File: config.mk
export PLATFORM = sky130hd
export DESIGN_NAME = erase_suspend_ctrl
export DESIGN_NICKNAME = d
export VERILOG_FILES = /design/src/flash_erase_pkg.sv /design/src/frame_if.sv /design/src/spi_frame_rx.sv /design/src/erase_suspend_ctrl.sv
export VERILOG_INCLUDE_DIRS = /design/src
export SDC_FILE = /design/constraint.sdc
export NUM_CORES = 1
export LEC_CHECK = 0
export BUFFER_PORTS_ARGS = -buffer_cell sky130_fd_sc_hd__buf_2
export CELL_PAD_IN_SITES_DETAIL_PLACEMENT = 0
export CELL_PAD_IN_SITES_GLOBAL_PLACEMENT = 1
export CORE_MARGIN = 5
export CORE_UTILIZATION = 25
export DETAILED_ROUTE_END_ITERATION = 10
export PLACE_DENSITY_LB_ADDON = 0.1
export SLEW_MARGIN = 20
export SYNTH_ARGS = -nofsm -noshare
export SYNTH_HDL_FRONTEND = slang
export SYNTH_HIERARCHICAL = 1
export SYNTH_SLANG_ARGS = --single-unit
File: constraint.sdc
create_clock -name clk_in -period 3.6 [get_ports clk_in]
set_input_delay 0.54 -clock clk_in [delete_from_list [all_inputs] [get_ports clk_in]]
set_output_delay 0.54 -clock clk_in [all_outputs]
set_load 0.03 [all_outputs]
File: src/flash_erase_params.svh
// Purpose: constants of the erase / suspend / resume command logic
// Assumes: 125 MHz core clock; times are whole units
// Notes: opcodes, address field positions and timing figures
`ifndef FLASH_ERASE_PARAMS_SVH
`define FLASH_ERASE_PARAMS_SVH

// ----------------------------------------
// opcodes
// ----------------------------------------
`define OP_SECTOR_ERASE 8'h20
`define OP_BLK32_ERASE 8'h52
`define OP_BLK64_ERASE 8'hD8
`define OP_CHIP_ERASE_A 8'hC7
`define OP_CHIP_ERASE_B 8'h60
`define OP_SUSPEND 8'h75
`define OP_RESUME 8'h7A

// ----------------------------------------
// frame lengths in bytes and address fields
// ----------------------------------------
`define LEN_ADDR_CMD 3'h4
`define LEN_BARE_CMD 3'h1
`define SECTOR_ADDR_LSB 12
`define BLK32_ADDR_LSB 15
`define BLK64_ADDR_LSB 16

// ----------------------------------------
// timing
// ----------------------------------------
`define CLK_MHZ 125
`define SECTOR_ERASE_US 400
`define BLK32_ERASE_US 1600
`define BLK64_ERASE_US 2000
`define CHIP_ERASE_US 40000
`define SUSPEND_LAT_US 5
`define RESUME_BUSY_NS 200

`endif

File: src/flash_erase_pkg.sv
// Purpose: types shared by the erase command logic
// Assumes: nothing
// Notes: state encodings left to the tools
package flash_erase_pkg;

  typedef enum logic [1:0] {KIND_SECTOR, KIND_BLK32, KIND_BLK64, KIND_CHIP} erase_kind_t;
  typedef enum logic {E_IDLE, E_RUN} erase_state_t;
  typedef enum logic [1:0] {S_NONE, S_WAIT, S_HELD} susp_state_t;
  typedef enum logic {SK_ERASE, SK_PROGRAM} susp_kind_t;

endpackage : flash_erase_pkg

File: src/frame_if.sv
// Purpose: byte and frame events from the link receiver
// Assumes: all signals on the core clock
// Notes: pulses last one cycle
`timescale 1ns/1ns
interface frame_if;
  logic byte_valid;
  logic [7:0] byte_data;
  logic frame_start;
  logic frame_end;
  logic aligned;

  modport rx (output byte_valid, output byte_data, output frame_start, output frame_end, output aligned);
  modport cmd (input byte_valid, input byte_data, input frame_start, input frame_end, input aligned);
endinterface : frame_if

File: src/spi_frame_rx.sv
// Purpose: oversample the serial link and cut it into bytes
// Assumes: link clock at most a quarter of the core clock
// Notes: mode 0 sampling on the link clock rising edge
`timescale 1ns/1ns
module spi_frame_rx (
  // clock and reset
  input wire logic clk_in,
  input wire logic arst_n_in,
  // link pins
  input wire logic cs_n_in,
  input wire logic sclk_in,
  input wire logic mosi_in,
  // events
  frame_if.rx frm
);

  logic [1:0] cs_sync_reg;
  logic [1:0] sclk_sync_reg;
  logic [1:0] mosi_sync_reg;
  logic cs_last_reg;
  logic sclk_last_reg;
  logic [6:0] shift_reg;
  logic [2:0] bit_cnt_reg;
  logic byte_valid_reg;
  logic [7:0] byte_data_reg;
  logic frame_start_reg;
  logic frame_end_reg;
  logic aligned_reg;
  logic sclk_rise;
  logic cs_low;

  // ----------------------------------------
  // synchronisers
  // ----------------------------------------
  // data is delayed as much as the clock, so sampling stays aligned
  always_ff @(posedge clk_in or negedge arst_n_in) begin
    if (!arst_n_in) begin
      cs_sync_reg <= 2'h3;
      sclk_sync_reg <= 2'h0;
      mosi_sync_reg <= 2'h0;
      cs_last_reg <= 1'h1;
      sclk_last_reg <= 1'h0;
    end else begin
      cs_sync_reg <= {cs_sync_reg[0], cs_n_in};
      sclk_sync_reg <= {sclk_sync_reg[0], sclk_in};
      mosi_sync_reg <= {mosi_sync_reg[0], mosi_in};
      cs_last_reg <= cs_sync_reg[1];
      sclk_last_reg <= sclk_sync_reg[1];
    end
  end

  assign sclk_rise = sclk_sync_reg[1] && !sclk_last_reg;
  assign cs_low = !cs_sync_reg[1];

  // ----------------------------------------
  // shifter
  // ----------------------------------------
  always_ff @(posedge clk_in or negedge arst_n_in) begin
    if (!arst_n_in) begin
      shift_reg <= 7'h00;
      bit_cnt_reg <= 3'h0;
      byte_valid_reg <= 1'h0;
      byte_data_reg <= 8'h00;
      frame_start_reg <= 1'h0;
      frame_end_reg <= 1'h0;
      aligned_reg <= 1'h0;
    end else begin
      byte_valid_reg <= cs_low && sclk_rise && (bit_cnt_reg == 3'h7);
      frame_start_reg <= cs_last_reg && cs_low;
      frame_end_reg <= !cs_last_reg && !cs_low;
      if (!cs_last_reg && !cs_low) begin
        aligned_reg <= (bit_cnt_reg == 3'h0);
      end
      if (cs_last_reg && cs_low) begin
        bit_cnt_reg <= 3'h0;
      end else if (cs_low && sclk_rise) begin
        shift_reg <= {shift_reg[5:0], mosi_sync_reg[1]};
        bit_cnt_reg <= bit_cnt_reg + 3'h1;
        if (bit_cnt_reg == 3'h7) begin
          byte_data_reg <= {shift_reg, mosi_sync_reg[1]};
        end
      end
    end
  end

  assign frm.byte_valid = byte_valid_reg;
  assign frm.byte_data = byte_data_reg;
  assign frm.frame_start = frame_start_reg;
  assign frm.frame_end = frame_end_reg;
  assign frm.aligned = aligned_reg;

endmodule : spi_frame_rx

File: src/erase_suspend_ctrl.sv
// Purpose: erase, suspend and resume command handling of a serial flash
// Assumes: protection lookup and program engine are same-clock logic
// Notes: the array itself applies the erase on erase_done_out
//
// Function
// - 20h plus 24-bit address erases the 4 KB sector holding it to ones.
// - 52h plus 24-bit address erases the 32 KB block holding it to ones.
// - D8h plus 24-bit address erases the 64 KB block holding it to ones.
// - C7h or 60h alone erases the whole array to ones.
// - Erase accepted only while the write enable latch is set.
// - Chip select must rise right after a whole last byte, else discarded.
// - Erase runs self-timed from chip select rise for its kind's duration.
// - Busy reads one through the erase, zero when it completes.
// - Write enable latch cleared when an erase or program finishes.
// - Sector or block erase skipped when its target is protected.
// - Chip erase skipped when any region is protected.
// - Suspend taken only with suspend clear, busy set, erase or program running.
// - Suspend ignored during chip erase.
// - Erase suspended: write status and all erase commands refused.
// - Program suspended: write status and program commands refused.
// - Suspend sets suspend bit at once, busy falls within the latency.
// - Resume taken only with suspend set and busy clear.
// - Resume clears suspend at once, busy set within 200 ns, work finishes.
// - Power loss while suspended resets and clears the suspend bit.
// - Resume ignored after a suspend lost to power failure.
`timescale 1ns/1ns
`include "flash_erase_params.svh"
module erase_suspend_ctrl #(
  parameter int unsigned SECTOR_ERASE_CYC = `SECTOR_ERASE_US * `CLK_MHZ,
  parameter int unsigned BLK32_ERASE_CYC = `BLK32_ERASE_US * `CLK_MHZ,
  parameter int unsigned BLK64_ERASE_CYC = `BLK64_ERASE_US * `CLK_MHZ,
  parameter int unsigned CHIP_ERASE_CYC = `CHIP_ERASE_US * `CLK_MHZ,
  parameter int SUSP_CYC = `SUSPEND_LAT_US * `CLK_MHZ
) (
  // clock and reset
  input wire logic clk_in,
  input wire logic arst_n_in,
  // link pins
  input wire logic spi_cs_n_in,
  input wire logic spi_sclk_in,
  input wire logic spi_mosi_in,
  // shared status and neighbours
  input wire logic write_enable_latch_in,
  input wire logic program_busy_in,
  input wire logic [23:0] program_addr_in,
  input wire logic target_protected_in,
  input wire logic any_protected_in,
  // protection lookup
  output logic [23:0] query_addr_out,
  // status
  output logic busy_out,
  output logic suspend_status_bit_out,
  output logic wel_clear_out,
  // array
  output logic erase_done_out,
  output logic [23:0] erase_addr_out,
  output flash_erase_pkg::erase_kind_t erase_kind_out,
  // gates for other command blocks
  output logic program_hold_out,
  output logic write_status_block_out,
  output logic program_block_out,
  output logic erase_block_out
);

  localparam int RESUME_CYC = `RESUME_BUSY_NS * `CLK_MHZ / 1000;
  localparam int SUSP_BOUND = SUSP_CYC + 2;

  frame_if frm ();

  logic [7:0] opcode_reg;
  logic [2:0] nbytes_reg;
  logic [23:0] addr_reg;
  flash_erase_pkg::erase_state_t e_state_reg;
  flash_erase_pkg::erase_kind_t e_kind_reg;
  logic [31:0] remain_reg;
  flash_erase_pkg::susp_state_t s_state_reg;
  flash_erase_pkg::susp_kind_t s_kind_reg;
  logic [31:0] s_cnt_reg;
  logic busy_reg;
  logic busy_next;
  logic prog_busy_last_reg;
  logic done_reg;
  logic wel_clear_reg;
  logic [23:0] done_addr_reg;
  logic cmd_end;
  logic is_addr_erase;
  logic is_chip_erase;
  logic suspend_status_bit;
  logic erase_held;
  logic prog_held;
  logic sector_clash;
  logic erase_go;
  logic susp_go;
  logic resume_go;
  logic erase_last;
  flash_erase_pkg::erase_kind_t cmd_kind;

  // ----------------------------------------
  // helpers
  // ----------------------------------------
  function automatic flash_erase_pkg::erase_kind_t kind_of(input logic [7:0] op);
    if (op == `OP_SECTOR_ERASE) begin
      kind_of = flash_erase_pkg::KIND_SECTOR;
    end else if (op == `OP_BLK32_ERASE) begin
      kind_of = flash_erase_pkg::KIND_BLK32;
    end else if (op == `OP_BLK64_ERASE) begin
      kind_of = flash_erase_pkg::KIND_BLK64;
    end else begin
      kind_of = flash_erase_pkg::KIND_CHIP;
    end
  endfunction : kind_of

  // first byte of the region the erase covers
  function automatic logic [23:0] base_of(input flash_erase_pkg::erase_kind_t kind,
                                          input logic [23:0] addr);
    case (kind)
      flash_erase_pkg::KIND_SECTOR: base_of = {addr[23:`SECTOR_ADDR_LSB], 12'h000};
      flash_erase_pkg::KIND_BLK32: base_of = {addr[23:`BLK32_ADDR_LSB], 15'h0000};
      flash_erase_pkg::KIND_BLK64: base_of = {addr[23:`BLK64_ADDR_LSB], 16'h0000};
      default: base_of = 24'h000000;
    endcase
  endfunction : base_of

  function automatic logic [31:0] duration_of(input flash_erase_pkg::erase_kind_t kind);
    case (kind)
      flash_erase_pkg::KIND_SECTOR: duration_of = SECTOR_ERASE_CYC;
      flash_erase_pkg::KIND_BLK32: duration_of = BLK32_ERASE_CYC;
      flash_erase_pkg::KIND_BLK64: duration_of = BLK64_ERASE_CYC;
      default: duration_of = CHIP_ERASE_CYC;
    endcase
  endfunction : duration_of

  // ----------------------------------------
  // link receiver
  // ----------------------------------------
  spi_frame_rx u_rx (
    .clk_in(clk_in),
    .arst_n_in(arst_n_in),
    .cs_n_in(spi_cs_n_in),
    .sclk_in(spi_sclk_in),
    .mosi_in(spi_mosi_in),
    .frm(frm.rx)
  );

  // ----------------------------------------
  // command capture
  // ----------------------------------------
  always_ff @(posedge clk_in or negedge arst_n_in) begin
    if (!arst_n_in) begin
      opcode_reg <= 8'h00;
      nbytes_reg <= 3'h0;
      addr_reg <= 24'h000000;
    end else if (frm.frame_start) begin
      nbytes_reg <= 3'h0;
    end else if (frm.byte_valid) begin
      if (nbytes_reg == 3'h0) begin
        opcode_reg <= frm.byte_data;
      end else if (nbytes_reg < `LEN_ADDR_CMD) begin
        addr_reg <= {addr_reg[15:0], frm.byte_data};
      end
      // saturate so an overlong frame never aliases a short one
      if (nbytes_reg != 3'h7) begin
        nbytes_reg <= nbytes_reg + 3'h1;
      end
    end
  end

  assign query_addr_out = addr_reg;

  // ----------------------------------------
  // decode and gating
  // ----------------------------------------
  assign cmd_end = frm.frame_end && frm.aligned;
  assign is_addr_erase = (nbytes_reg == `LEN_ADDR_CMD) && ((opcode_reg == `OP_SECTOR_ERASE) ||
                         (opcode_reg == `OP_BLK32_ERASE) || (opcode_reg == `OP_BLK64_ERASE));
  assign is_chip_erase = (nbytes_reg == `LEN_BARE_CMD) &&
                         ((opcode_reg == `OP_CHIP_ERASE_A) || (opcode_reg == `OP_CHIP_ERASE_B));
  assign cmd_kind = kind_of(opcode_reg);

  assign suspend_status_bit = (s_state_reg != flash_erase_pkg::S_NONE);
  assign erase_held = suspend_status_bit && (s_kind_reg == flash_erase_pkg::SK_ERASE);
  assign prog_held = suspend_status_bit && (s_kind_reg == flash_erase_pkg::SK_PROGRAM);
  // while a program is held, refuse chip erase and any erase addressed inside the held page's 4 KB sector
  assign sector_clash = prog_held && (is_chip_erase ||
    (base_of(flash_erase_pkg::KIND_SECTOR, addr_reg) ==
     base_of(flash_erase_pkg::KIND_SECTOR, program_addr_in)));

  assign erase_go = cmd_end && write_enable_latch_in && !busy_reg
                    && !erase_held && !sector_clash
                    && ((is_addr_erase && !target_protected_in)
                        || (is_chip_erase && !any_protected_in));

  assign susp_go = cmd_end && (opcode_reg == `OP_SUSPEND) && (nbytes_reg == `LEN_BARE_CMD)
                   && !suspend_status_bit && busy_reg
                   && (((e_state_reg == flash_erase_pkg::E_RUN) &&
                        (e_kind_reg != flash_erase_pkg::KIND_CHIP))
                       || program_busy_in);

  // after power loss the suspend bit is already clear, so resume finds nothing
  assign resume_go = cmd_end && (opcode_reg == `OP_RESUME) && (nbytes_reg == `LEN_BARE_CMD)
                     && (s_state_reg == flash_erase_pkg::S_HELD) && !busy_reg;

  // ----------------------------------------
  // erase timer
  // ----------------------------------------
  assign erase_last = (e_state_reg == flash_erase_pkg::E_RUN) && !erase_held &&
                      (remain_reg == 32'h00000001);

  always_ff @(posedge clk_in or negedge arst_n_in) begin
    if (!arst_n_in) begin
      e_state_reg <= flash_erase_pkg::E_IDLE;
      e_kind_reg <= flash_erase_pkg::KIND_SECTOR;
      remain_reg <= 32'h00000000;
      done_addr_reg <= 24'h000000;
    end else begin
      case (e_state_reg)
        flash_erase_pkg::E_IDLE: begin
          if (erase_go) begin
            e_state_reg <= flash_erase_pkg::E_RUN;
            e_kind_reg <= cmd_kind;
            remain_reg <= duration_of(cmd_kind);
            done_addr_reg <= base_of(cmd_kind, addr_reg);
          end
        end
        flash_erase_pkg::E_RUN: begin
          // frozen while suspended so the remaining time is kept
          if (erase_last) begin
            e_state_reg <= flash_erase_pkg::E_IDLE;
          end else if (!erase_held) begin
            remain_reg <= remain_reg - 32'h00000001;
          end
        end
        default: e_state_reg <= flash_erase_pkg::E_IDLE;
      endcase
    end
  end

  // ----------------------------------------
  // suspend and resume
  // ----------------------------------------
  always_ff @(posedge clk_in or negedge arst_n_in) begin
    if (!arst_n_in) begin
      s_state_reg <= flash_erase_pkg::S_NONE;
      s_kind_reg <= flash_erase_pkg::SK_ERASE;
      s_cnt_reg <= 32'h00000000;
    end else begin
      case (s_state_reg)
        flash_erase_pkg::S_NONE: begin
          if (susp_go) begin
            s_state_reg <= flash_erase_pkg::S_WAIT;
            s_cnt_reg <= 32'(SUSP_CYC);
            s_kind_reg <= (e_state_reg == flash_erase_pkg::E_RUN) ?
                          flash_erase_pkg::SK_ERASE : flash_erase_pkg::SK_PROGRAM;
          end
        end
        flash_erase_pkg::S_WAIT: begin
          if (s_cnt_reg <= 32'h00000001) begin
            s_state_reg <= flash_erase_pkg::S_HELD;
          end else begin
            s_cnt_reg <= s_cnt_reg - 32'h00000001;
          end
        end
        flash_erase_pkg::S_HELD: begin
          if (resume_go) begin
            s_state_reg <= flash_erase_pkg::S_NONE;
          end
        end
        default: s_state_reg <= flash_erase_pkg::S_NONE;
      endcase
    end
  end

  // ----------------------------------------
  // status bits
  // ----------------------------------------
  // busy also covers the suspend latency so the host sees it fall late
  assign busy_next = erase_go ||
                     ((e_state_reg == flash_erase_pkg::E_RUN) && !erase_held) ||
                     (s_state_reg == flash_erase_pkg::S_WAIT) ||
                     (program_busy_in && !prog_held);

  always_ff @(posedge clk_in or negedge arst_n_in) begin
    if (!arst_n_in) begin
      busy_reg <= 1'h0;
    end else begin
      busy_reg <= busy_next;
    end
  end

  always_ff @(posedge clk_in or negedge arst_n_in) begin
    if (!arst_n_in) begin
      prog_busy_last_reg <= 1'h0;
      done_reg <= 1'h0;
      wel_clear_reg <= 1'h0;
    end else begin
      prog_busy_last_reg <= program_busy_in;
      done_reg <= erase_last;
      wel_clear_reg <= erase_last || (prog_busy_last_reg && !program_busy_in);
    end
  end

  assign busy_out = busy_reg;
  assign suspend_status_bit_out = suspend_status_bit;
  assign wel_clear_out = wel_clear_reg;
  assign erase_done_out = done_reg;
  assign erase_addr_out = done_addr_reg;
  assign erase_kind_out = e_kind_reg;
  assign program_hold_out = prog_held;
  assign write_status_block_out = suspend_status_bit;
  assign program_block_out = prog_held;
  assign erase_block_out = erase_held;
endmodule : erase_suspend_ctrl

==> reports/metrics.cfg, run 1 <==
[worst_setup_path]
cp.arrival_ns=3.18
crit_type=reg -> reg
rrSetupSlack_ns=0.72
critical_path_buf_inv_count=0
critPathCaptureType=flop
cp-start-kind=flop
crit_fanout=16
crit_chain=or4_4 -> or4_4 -> o31ai_4 -> a2111oi_0 -> xnor2_1 -> nor2_1
cpMaxStageDelayCell=o31ai_4
worstRegToRegCells=6
cpMostUsedCell=or4_4
slowest_delay_ns=0.63
crit_family=simple AND/OR/NAND/NOR gates
reg2reg_to=s_cnt_reg[7]$_DFFE_PN0P_
critPathRequiredTime_ns=3.90
r2r_start=s_cnt_reg[24]$_DFFE_PN0P_

[synth]
syn-cell-area_um2=7700
synthAdderAreaFrac=0.0276
synth_top_family_by_area=simple AND/OR/NAND/NOR gates
yosysTopAreaCell=dfrtp_1
ys_seq_area_frac=0.491
synth_async_sr_flop_share=1.00
synth_compound_area_frac=0.115
yosysWarnings=6
synth-xor-area-share=0.0421
synth_area_leaders=dfrtp_1 48%, mux2_2 7.2%, xnor2_1 3.2%, nand2_1 3.1%, nor2_1 2.8%
synthSimpleGateAreaFrac=0.198
muxShareOfSynthArea=0.0821
synthCells=735
yosysTopAreaCellShare=0.481
synth-edff-count=0
ys.flop_type=dfrtp_1
syn_avg_cell_area_um2=10.5
ys_seq_elements=151
synth_cell_type_count=76

[route]
ant_nets=0
drt_wl_total_um=20500
drc=0
wire_per_inst_um=16.9
dr.first_iter.drc_count=236
vias_per_cell=4.72
drt_pre_antenna_iters=5
num_vias=5733

[clock_network]
cts_buffers=17
htree_levels=4
cts_tree=done
post_cts_buffers=0
postCtsResizedCells=0
cts.sinks=151
clock-root-buffer=clkbuf_16
cts_buffer_depth=2
clkSlewWorstSetupHoldPaths_ns=0.07
clock_latency_ns=0.43
hold_buffers=0

[layout]
final_common_cell=dfrtp_1
final_cell_mix=148 x dfrtp_1, 65 x buf_2, 64 x nand2_1
syn2layout_area_growth_pct=17.9
n_antenna_cell=0
fin_nets=855
drive_gt1_frac=0.229
finalNonFillerCells=1214
fillerInstances=3172

[sta]
setup_viol=0
slew_headroom=0.409
fin_crit_ns=2.88
report.final.slew_viol_count=0
fin_skew_ns=0.0121
hold_viol=0
worst_pin_slew_ns=0.881
max_freq_mhz=347
fin_tns_setup_ns=0
rsz0062_at_grt=no
finalCritPeriodShare=0.801

[pwr]
p_leak_uw=0.00402
clkPwrFrac=0.432
peakVddDrop_mv=0.305
p_int_uw=2990
p_switching_uw=1240
pwr-share-seq=0.464
power_density_nw_per_um2=466
switching_share=0.293
comb_power_share=0.104

[floorplan]
die_w_um=185
core_um2=30500
ios=91
die_area_um2=34400
num_rows=64
die_y_um=185
start_util=0.252

[flow_run]
drv_cap=0

[grt]
antenna_found_initial=0
grt_pass1_vias=5815
grt_overflow=0
grt_usage=0.123
grt_pass1_wl_um=33000
grt_max_degree=89

[worst_hold_path]
hold_class=in -> async

[placed_design]
hpwl_um=14600
routabilityCongestion=0.774
place_inst=1182
port_buffers=66

[outcome]
status=finished clean

[area by class of cell]
class                      count  area [µm²]  share of cell area
inverter                      27         101              0.0112
sequential                   151        3780               0.417
clock inverter                15         174              0.0192
tap                          396         495              0.0546
multi-input combinational    528        3640               0.402
timing repair buffer          80         454              0.0500
clock buffer                  17         425              0.0469
[synth_stat cells, drive strengths merged, types with 4 or more instances]
| cell type | instances |
|---|---|
| a211oi | 7 |
| a21o | 5 |
| a21oi | 23 |
| and2 | 6 |
| and3 | 5 |
| buf | 25 |
| clkbuf | 15 |
| dfrtp | 148 |
| ha | 17 |
| inv | 27 |
| mux2 | 49 |
| mux2i | 8 |
| nand2 | 64 |
| nand3 | 32 |
| nand3b | 4 |
| nand4 | 14 |
| nor2 | 58 |
| nor2b | 6 |
| nor3 | 22 |
| nor3b | 5 |
| nor4 | 19 |
| o211ai | 6 |
| o21ai | 40 |
| o22ai | 5 |
| o311ai | 6 |
| o31ai | 5 |
| or3 | 8 |
| or4 | 17 |
| xnor2 | 28 |
| xor2 | 9 |
[cells by family after synthesis]
kind of cell / after synthesis
AND/OR/NAND/NOR: 278
flip-flops: 151
AO/OA/AOI/OAI: 127
buffers and inverters: 67
multiplexers: 57
XOR/XNOR: 37
adder cells (fa/ha/maj): 17
other: 1
[power by group through the flow]
stage / Sequential [µW] / Combinational (µW) / Clock, µW
2_1_floorplan: 1960 / 318 / 0
3_3_place_gp: 1990 / 437 / 0
3_5_place_dp: 1990 / 448 / 0
4_1_cts: 1960 / 449 / 1900
5_1_grt: 1980 / 503 / 1960
6_report: 1960 / 441 / 1830
[layer usage]
layer / global-route usage / share of wire
met4: 0.0279 / 0.0085
met1: 0.169 / 0.48
met3: 0.0236 / 0.036
met5: 0 / 0
met2: 0.200 / 0.48
[how the worst max path moves through the flow]
stage                              startpoint                        endpoint  slack (ns)  cells after the start
6_report            s_cnt_reg[24]$_DFFE_PN0P_        s_cnt_reg[7]$_DFFE_PN0P_        0.72                      6
5_1_grt             opcode_reg[3]$_DFFE_PN0P_  erase_addr_out[16]$_DFFE_PN0P_        0.48                      8
4_1_cts             s_cnt_reg[24]$_DFFE_PN0P_        s_cnt_reg[7]$_DFFE_PN0P_        0.67                      6
3_5_place_dp              program_addr_in[22]      remain_reg[11]$_DFFE_PN0P_        0.63                      8
3_3_place_gp              program_addr_in[22]      remain_reg[11]$_DFFE_PN0P_        0.64                      8
2_1_floorplan  query_addr_out[22]$_DFFE_PN0P_      remain_reg[11]$_DFFE_PN0P_        1.24                      7
[metrics by stage]
step	instance area (µm²)	setup slack [ns]	util	hold WS [ns]	total power (µW)
after floorplan	7740	1.24	-	0.244	2280
after global placement	8480	0.644	0.278	0.336	2420
after detailed placement	8480	0.630	0.278	0.339	2440
after CTS	9080	0.674	0.298	0.186	4310
after global routing	9080	0.478	0.298	0.181	4450
final	9080	0.715	0.298	0.171	4230
No activity file was read; power rests on OpenSTA's default activity.
==> run 2: changes to the inputs <==
==> constraint.sdc (replaced) <==
create_clock -name clk_in -period 2.5 [get_ports clk_in]
set_input_delay 0.375 -clock clk_in [delete_from_list [all_inputs] [get_ports clk_in]]
set_output_delay 0.375 -clock clk_in [all_outputs]
set_load 0.03 [all_outputs]
==> run 2 against run 1 <==
Count of clock-buffer cells in the layout is 3 higher. Worst hold slack worse by 0.12 ns. Setup slack worse by 0.67 ns. Final area is 8.7% higher. Die area stayed put. Via count is 5.1% higher. First-iteration DRC count is 10% lower. Utilization is 2.6 points higher. Highest routed layer unchanged.
==> reports/metrics.cfg, run 2 (synthesis gave the netlist of run 1 again) <==
[outcome]
status=finished clean

[placed_design]
routabilityCongestion=0.806  ; +4.1%
port_buffers=66  ; unchanged
hpwl_um=15500  ; +6.6%
dpl_cell_area_um2=9050  ; +6.7%
place_inst=1251  ; +5.8%

[sta]
report.final.slew_viol_count=0  ; unchanged
finalCritPeriodShare=0.980  ; +0.179
slew_headroom=0.660  ; +0.251
rsz0062_at_grt=yes
fin_crit_ns=2.45  ; -0.435 ns
max_freq_mhz=408  ; +18%
hold_viol=0  ; unchanged
setup_viol=0  ; unchanged
fin_skew_ns=0.0121  ; +0.0000473 ns
worst_pin_slew_ns=0.511  ; -0.371 ns

[worst_setup_path]
startpoint=s_cnt_reg[29]$_DFFE_PN0P_
cpMaxStageDelayCell=or4_4
cpMostUsedCell=or4_4
cp-start-kind=flop
cp.arrival_ns=2.82  ; -0.36 ns
path_depth=8  ; +2
critPathCaptureType=flop
reg2reg_to=s_cnt_reg[13]$_DFFE_PN0P_
critPathRequiredTime_ns=2.87  ; -1.03 ns
critical_path_buf_inv_count=2  ; +2
crit_family=simple AND/OR/NAND/NOR gates
crit_chain=or4_4 -> or4_4 -> o31ai_4 -> buf_6 -> buf_4 -> a2111oi_2 -> xnor2_2 -> nor2_1
rrSetupSlack_ns=0.05  ; -0.67 ns
worstRegToRegCells=8  ; +2
slowest_delay_ns=0.58  ; -0.05 ns
crit_fanout=5  ; -11
endpoint=s_cnt_reg[13]$_DFFE_PN0P_
crit_type=reg -> reg
r2r_start=s_cnt_reg[29]$_DFFE_PN0P_

[pwr]
p_leak_uw=0.00446  ; +11%
power_density_nw_per_um2=648  ; +39%
peakVddDrop_mv=0.477  ; +56%
power.total_uw=6390  ; +51%

[route]
wire_per_inst_um=16.4  ; -2.8%
num_vias=6024  ; +5.1%
drt_wl_total_um=21100  ; +3.1%
ant_nets=0  ; unchanged
dr.first_iter.drc_count=212  ; -10%
vias_per_cell=4.68  ; -0.96%
drc=0  ; unchanged
drt_pre_antenna_iters=5  ; unchanged

[grt]
use_met3=0.0264  ; +0.00274
met2_usage=0.202  ; +0.00160
grt_max_degree=72  ; -19%
grt_pass1_vias=6046  ; +4.0%
antenna_found_initial=0  ; unchanged
grt_overflow=0  ; unchanged
grt_pass1_wl_um=33800  ; +2.3%
grt_usage=0.126  ; +0.00345
grt_util_met1=0.171  ; +0.00250
globalRoute.busiestLayer=met2

[floorplan]
start_util=0.252  ; unchanged
die_y_um=185  ; unchanged
die_area_um2=34400  ; unchanged
num_rows=64  ; unchanged
ios=91  ; unchanged
die_w_um=185  ; unchanged
core_um2=30500  ; unchanged

[layout]
n_antenna_cell=0  ; unchanged
drive_gt1_frac=0.311  ; +0.0819
finalNonFillerCells=1288  ; +6.1%
final_common_cell=dfrtp_1
regArea_um2=3780  ; unchanged
fin_area_um2=9860  ; +8.7%
multi_input_area_um2=3750  ; +3.0%
final_cell_mix=148 x dfrtp_1, 79 x buf_4, 65 x buf_2
fin_nets=929  ; +8.7%
syn2layout_area_growth_pct=28.2
fillerInstances=3144  ; -0.88%

[clock_network]
clkSlewWorstSetupHoldPaths_ns=0.07  ; about the same
htree_levels=4  ; unchanged
cts_buffer_depth=2  ; unchanged
cts.sinks=151  ; unchanged
clock_latency_ns=0.43  ; about the same
cts_tree=done
clock-root-buffer=clkbuf_16
cts_buffers=17  ; unchanged

[worst_hold_path]
hold_class=in -> reg

[flow_run]
drv_cap=0  ; unchanged

## run 2: cell count changes in the layout (fill, tap and decap cells not counted), moves of 3 or more
cell / change
bufinv_16: +3
buf_12: +4
clkinvlp_4: +3
inv_6: -3
buf_4: +66
inv_8: -3
## run 2: power breakdown
group | leakage (µW) | switching [µW] | internal (µW)
registers | 0.00191 | 199 | 2630
logic | 0.00225 | 415 | 310
clock network | 0.000306 | 1090 | 1740
## run 2: how the worst min path moves through the flow
| stage | startpoint | endpoint | depth (start not counted) |
|---|---|---|---|
| 3_3_place_gp | arst_n_in | erase_addr_out[20]$_DFFE_PN0P_ | 1 |
| 5_1_grt | spi_cs_n_in | u_rx/cs_sync_reg[0]$_DFF_PN1_ | 1 |
| 4_1_cts | spi_cs_n_in | u_rx/cs_sync_reg[0]$_DFF_PN1_ | 1 |
| 2_1_floorplan | arst_n_in | busy_out$_DFF_PN0_ | 0 |
| 3_5_place_dp | arst_n_in | erase_addr_out[19]$_DFFE_PN0P_ | 1 |
| 6_report | spi_cs_n_in | u_rx/cs_sync_reg[0]$_DFF_PN1_ | 1 |
## run 2: layer usage
metal	vias to the layer above	wire length [µm]
met1	2983	9970
met4	0	344
li1	2928	-
met3	18	646
met5	-	0
met2	95	10100
## run 2: timing repair
action,in CTS,in global routing
resized for setup,1,27
setup endpoints to repair,4,38
pin swaps,0,3
hold endpoints to repair,36,0
gates cloned,0,1
hold buffers,1,0
buffers inserted,0,5
## run 2: cell type report
class	instances	share of cell area
Timing Repair Buffer	154	0.110
Tap cell	396	0.0502
Clock inverter	12	0.0192
Sequential cell	151	0.383
Clock buffer	20	0.0463
Inverter	27	0.0103
Multi-Input combinational cell	528	0.380
## run 2: through the flow
| stage | hold WS [ns] | TNS, ns | util | setup slack [ns] |
|---|---|---|---|---|
| 2_1_floorplan | 0.0794 | 0 | - | 0.137 |
| 3_3_place_gp | 0.297 | -0.00394 | 0.297 | -0.00394 |
| 3_5_place_dp | 0.308 | -0.0145 | 0.297 | -0.00840 |
| 4_1_cts | 0.0196 | 0 | 0.318 | 0.000277 |
| 5_1_grt | 0.0201 | -0.152 | 0.323 | -0.0298 |
| 6_report | 0.0472 | 0 | 0.323 | 0.0499 |
==> run 3: changes to the inputs <==
--- a/config.mk
+++ b/config.mk
@@ -11,10 +11,10 @@
 export CELL_PAD_IN_SITES_GLOBAL_PLACEMENT = 1
 export CORE_MARGIN = 5
 export CORE_UTILIZATION = 25
+export CTS_BUF_LIST = sky130_fd_sc_hd__clkbuf_2
 export DETAILED_ROUTE_END_ITERATION = 10
 export PLACE_DENSITY_LB_ADDON = 0.1
 export SLEW_MARGIN = 20
 export SYNTH_ARGS = -nofsm -noshare
 export SYNTH_HDL_FRONTEND = slang
-export SYNTH_HIERARCHICAL = 1
 export SYNTH_SLANG_ARGS = --single-unit
==> run 3 against run 2 <==
The flow now finishes with violations (negative setup slack). Synthesized cell count decreased by 3.7%. Sequential power fell by 11%. First-iteration DRC count down 4.2%. Clock power decreased by 49%. Sequential share of layout area is 0.51 points lower. Sequential cell count did not move. Setup slack lost 0.33 ns. Clock skew is 0.038 ns higher. Final cell count rose by 1.0%. Synthesized area decreased by 4.5%. Final area grew 1.4%. Largest cell class is now multi-input gates. Highest routed layer unchanged.
==> reports/metrics.cfg, run 3 <==
[synth]
yosysTopAreaCell=dfrtp_1
syn-cell-area_um2=7350  ; -4.5%
synth-edff-count=0  ; unchanged
synth_cell_type_count=63  ; -17%
ys.flop_type=dfrtp_1
ys_seq_elements=151  ; unchanged
yosysMostFrequentCell=dfrtp_1
synth_async_sr_flop_share=1.00  ; unchanged
syn_avg_cell_area_um2=10.4  ; -0.83%
synth_area_leaders=dfrtp_1 50%, mux2_2 7.4%, o21ai_0 3.3%, nand2_1 3.2%, ha_1 2.9%
yosys-top-cells-count=148 x dfrtp_1, 63 x nand2_1, 52 x nor2_1
yosysWarnings=0  ; -6
ys_seq_area_frac=0.514  ; +0.0230
synthCells=708  ; -3.7%
yosysTopAreaCellShare=0.504  ; +0.0225

[grt]
grt_max_degree=56  ; -22%
antenna_found_initial=2  ; +2
grt_overflow=0  ; unchanged
grt_pass1_vias=6347  ; +5.0%
grt_usage=0.131  ; +0.00542
grt_pass1_wl_um=34700  ; +2.7%

[worst_setup_path]
crit_type=reg -> reg
cpMostUsedCell=or4_4
cp.arrival_ns=3.46  ; +0.64 ns
critPathRequiredTime_ns=3.18  ; +0.31 ns
cp-start-kind=flop
critical_path_buf_inv_count=0  ; -2
crit_chain=or4_4 -> or4_4 -> or3_4 -> or4_4 -> nor3b_4 -> xnor2_1 -> nor2_1
slowest_delay_ns=0.55  ; -0.03 ns
critPathCaptureType=flop
crit_family=simple AND/OR/NAND/NOR gates
cpMaxStageDelayCell=or4_4
crit_fanout=4  ; -1

[pwr]
p_leak_uw=0.00449  ; +0.76%
power.total_uw=4140  ; -35%
clkPwrFrac=0.349  ; -0.094
pwr-share-seq=0.610  ; +0.167
peakVddDrop_mv=0.239  ; -50%
p_switching_uw=1100  ; -35%
p_int_uw=3040  ; -35%
power_density_nw_per_um2=414  ; -36%
comb_power_share=0.041  ; -0.072
switching_share=0.266  ; -0.000467

[sta]
fin_crit_ns=2.78  ; +0.330 ns
setup_ws_ns=-0.280  ; -0.330 ns
max_freq_mhz=360  ; -12%
hold_viol=0  ; unchanged
report.final.slew_viol_count=0  ; unchanged
fin_skew_ns=0.0505  ; +0.0384 ns
rsz0062_at_grt=yes
worst_pin_slew_ns=0.582  ; +0.0717 ns
slew_headroom=0.612  ; -0.0478
whs_ns=0.137  ; +0.0895 ns
finalCritPeriodShare=1.11  ; +0.132
setup_viol=19  ; +19

[floorplan]
num_rows=62  ; -3.1%
core_um2=28900  ; -5.4%
die_y_um=182  ; -2.1%
die_w_um=182  ; -2.1%
start_util=0.255  ; +0.00252
die_area_um2=32900  ; -4.2%
ios=91  ; unchanged

[worst_hold_path]
hold_class=in -> async

[route]
drt_wl_total_um=21700  ; +3.0%
num_vias=6124  ; +1.7%
dr.first_iter.drc_count=203  ; -4.2%
wire_per_inst_um=16.7  ; +2.0%
ant_nets=0  ; unchanged
drc=0  ; unchanged
vias_per_cell=4.71  ; +0.64%
drt_pre_antenna_iters=4  ; -1

[clock_network]
cts_buffer_depth=2  ; unchanged
cts.sinks=151  ; unchanged
clock-root-buffer=clkbuf_2
clkSlewWorstSetupHoldPaths_ns=0.26  ; +0.19 ns
cts_buffers=17  ; unchanged
clock_latency_ns=0.76  ; +0.33 ns
htree_levels=4  ; unchanged
cts_tree=done

[layout]
fin_nets=952  ; +2.5%
final_cell_mix=147 x dfrtp_1, 100 x buf_4, 65 x buf_2
syn2layout_area_growth_pct=36.0
drive_gt1_frac=0.405  ; +0.0949
final_common_cell=dfrtp_1
fin_area_um2=10000  ; +1.4%

[placed_design]
routabilityCongestion=0.776  ; -3.7%
dpl_cell_area_um2=8910  ; -1.5%
port_buffers=66  ; unchanged
hpwl_um=15400  ; -0.58%

[outcome]
violations=negative setup slack
status=complete, but fails checks

[flow_run]
drv_cap=0  ; unchanged

run 3: cell families after synthesis:
| family | Yosys count | share of synthesized area |
|---|---|---|
| buf+inv | 61 | 0.0385 |
| simple gates | 252 | 0.179 |
| xor+xnor | 28 | 0.0333 |
| compound gates | 145 | 0.125 |
| other cells | 1 | 0.000510 |
| mux | 53 | 0.0803 |
| fa+ha+maj | 17 | 0.0289 |
| flops | 151 | 0.514 |
run 3: layer usage:
layer	global-route usage	vias to the layer above	share of wire
met4	0.0402	0	0.014
met2	0.211	87	0.48
met5	0	-	0
met1	0.177	3083	0.47
met3	0.0296	19	0.034
li1	-	2935	-
run 3: per-stage QoR:
stage               std cells   util  TNS (ns)  setup slack (ns)
floorplan                 719      -     -2.15            -0.324
global placement         1240  0.309     -5.74            -0.301
detailed placement       1240  0.309     -6.94            -0.300
CTS                      1285  0.328     -1.77            -0.250
global route             1301  0.347     -5.04            -0.360
finish                   1301  0.347     -2.04            -0.280
run 3: power groups by stage:
stage               Sequential [µW]  Combinational (µW)  Clock [µW]
floorplan                      2560                88.0           0
global placement               2560                 166           0
detailed placement             2570                 169           0
CTS                            2530                 176        1540
global route                   2530                 196        1630
finish                         2530                 170        1440
run 3: worst register-to-register path, cell delays in order (launching register included):
cell and delay, ns:
dfrtp_1 0.44, or4_4 0.55, or4_4 0.50, or3_4 0.35, or4_4 0.49, nor3b_4 0.20, xnor2_1 0.14, nor2_1 0.05
run 3: repair_timing:
item	in CTS	in global routing
setup buffers	6	21
pin swaps	12	51
hold endpoints to repair	122	0
hold buffers	5	0
gates resized for setup	41	111
setup endpoints to repair	70	76
cloned	2	0
run 3: path summary, 6_finish.rpt:
| kind | start | end | slack [ns] | depth (start not counted) |
|---|---|---|---|---|
| max in group asynchronous | arst_n_in | s_cnt_reg[1]$_DFFE_PN0P_ | 1.63 | 3 |
| max | s_cnt_reg[3]$_DFFE_PN0P_ | s_cnt_reg[22]$_DFFE_PN0P_ | -0.28 | 7 |
| min | arst_n_in | query_addr_out[4]$_DFFE_PN0P_ | 0.14 | 2 |
| min in group clk_in | spi_cs_n_in | u_rx.cs_sync_reg[0]$_DFF_PN1_ | 0.25 | 2 |
| min reg2reg | u_rx.cs_sync_reg[0]$_DFF_PN1_ | u_rx.cs_sync_reg[1]$_DFF_PN1_ | 0.38 | 0 |
| max reg2reg | s_cnt_reg[3]$_DFFE_PN0P_ | s_cnt_reg[22]$_DFFE_PN0P_ | -0.28 | 7 |
run 3: final cells by class:
type	instances	area (µm²)
Timing Repair Buffer	202	1550
Fill cell	2990	18900
Clock inverter	13	146
Tap cell	384	480
Antenna cell	2	5.00
Multi-Input combinational cell	507	3850
Clock buffer	19	95.1
Sequential cell	151	3780
Inverter	23	86.3
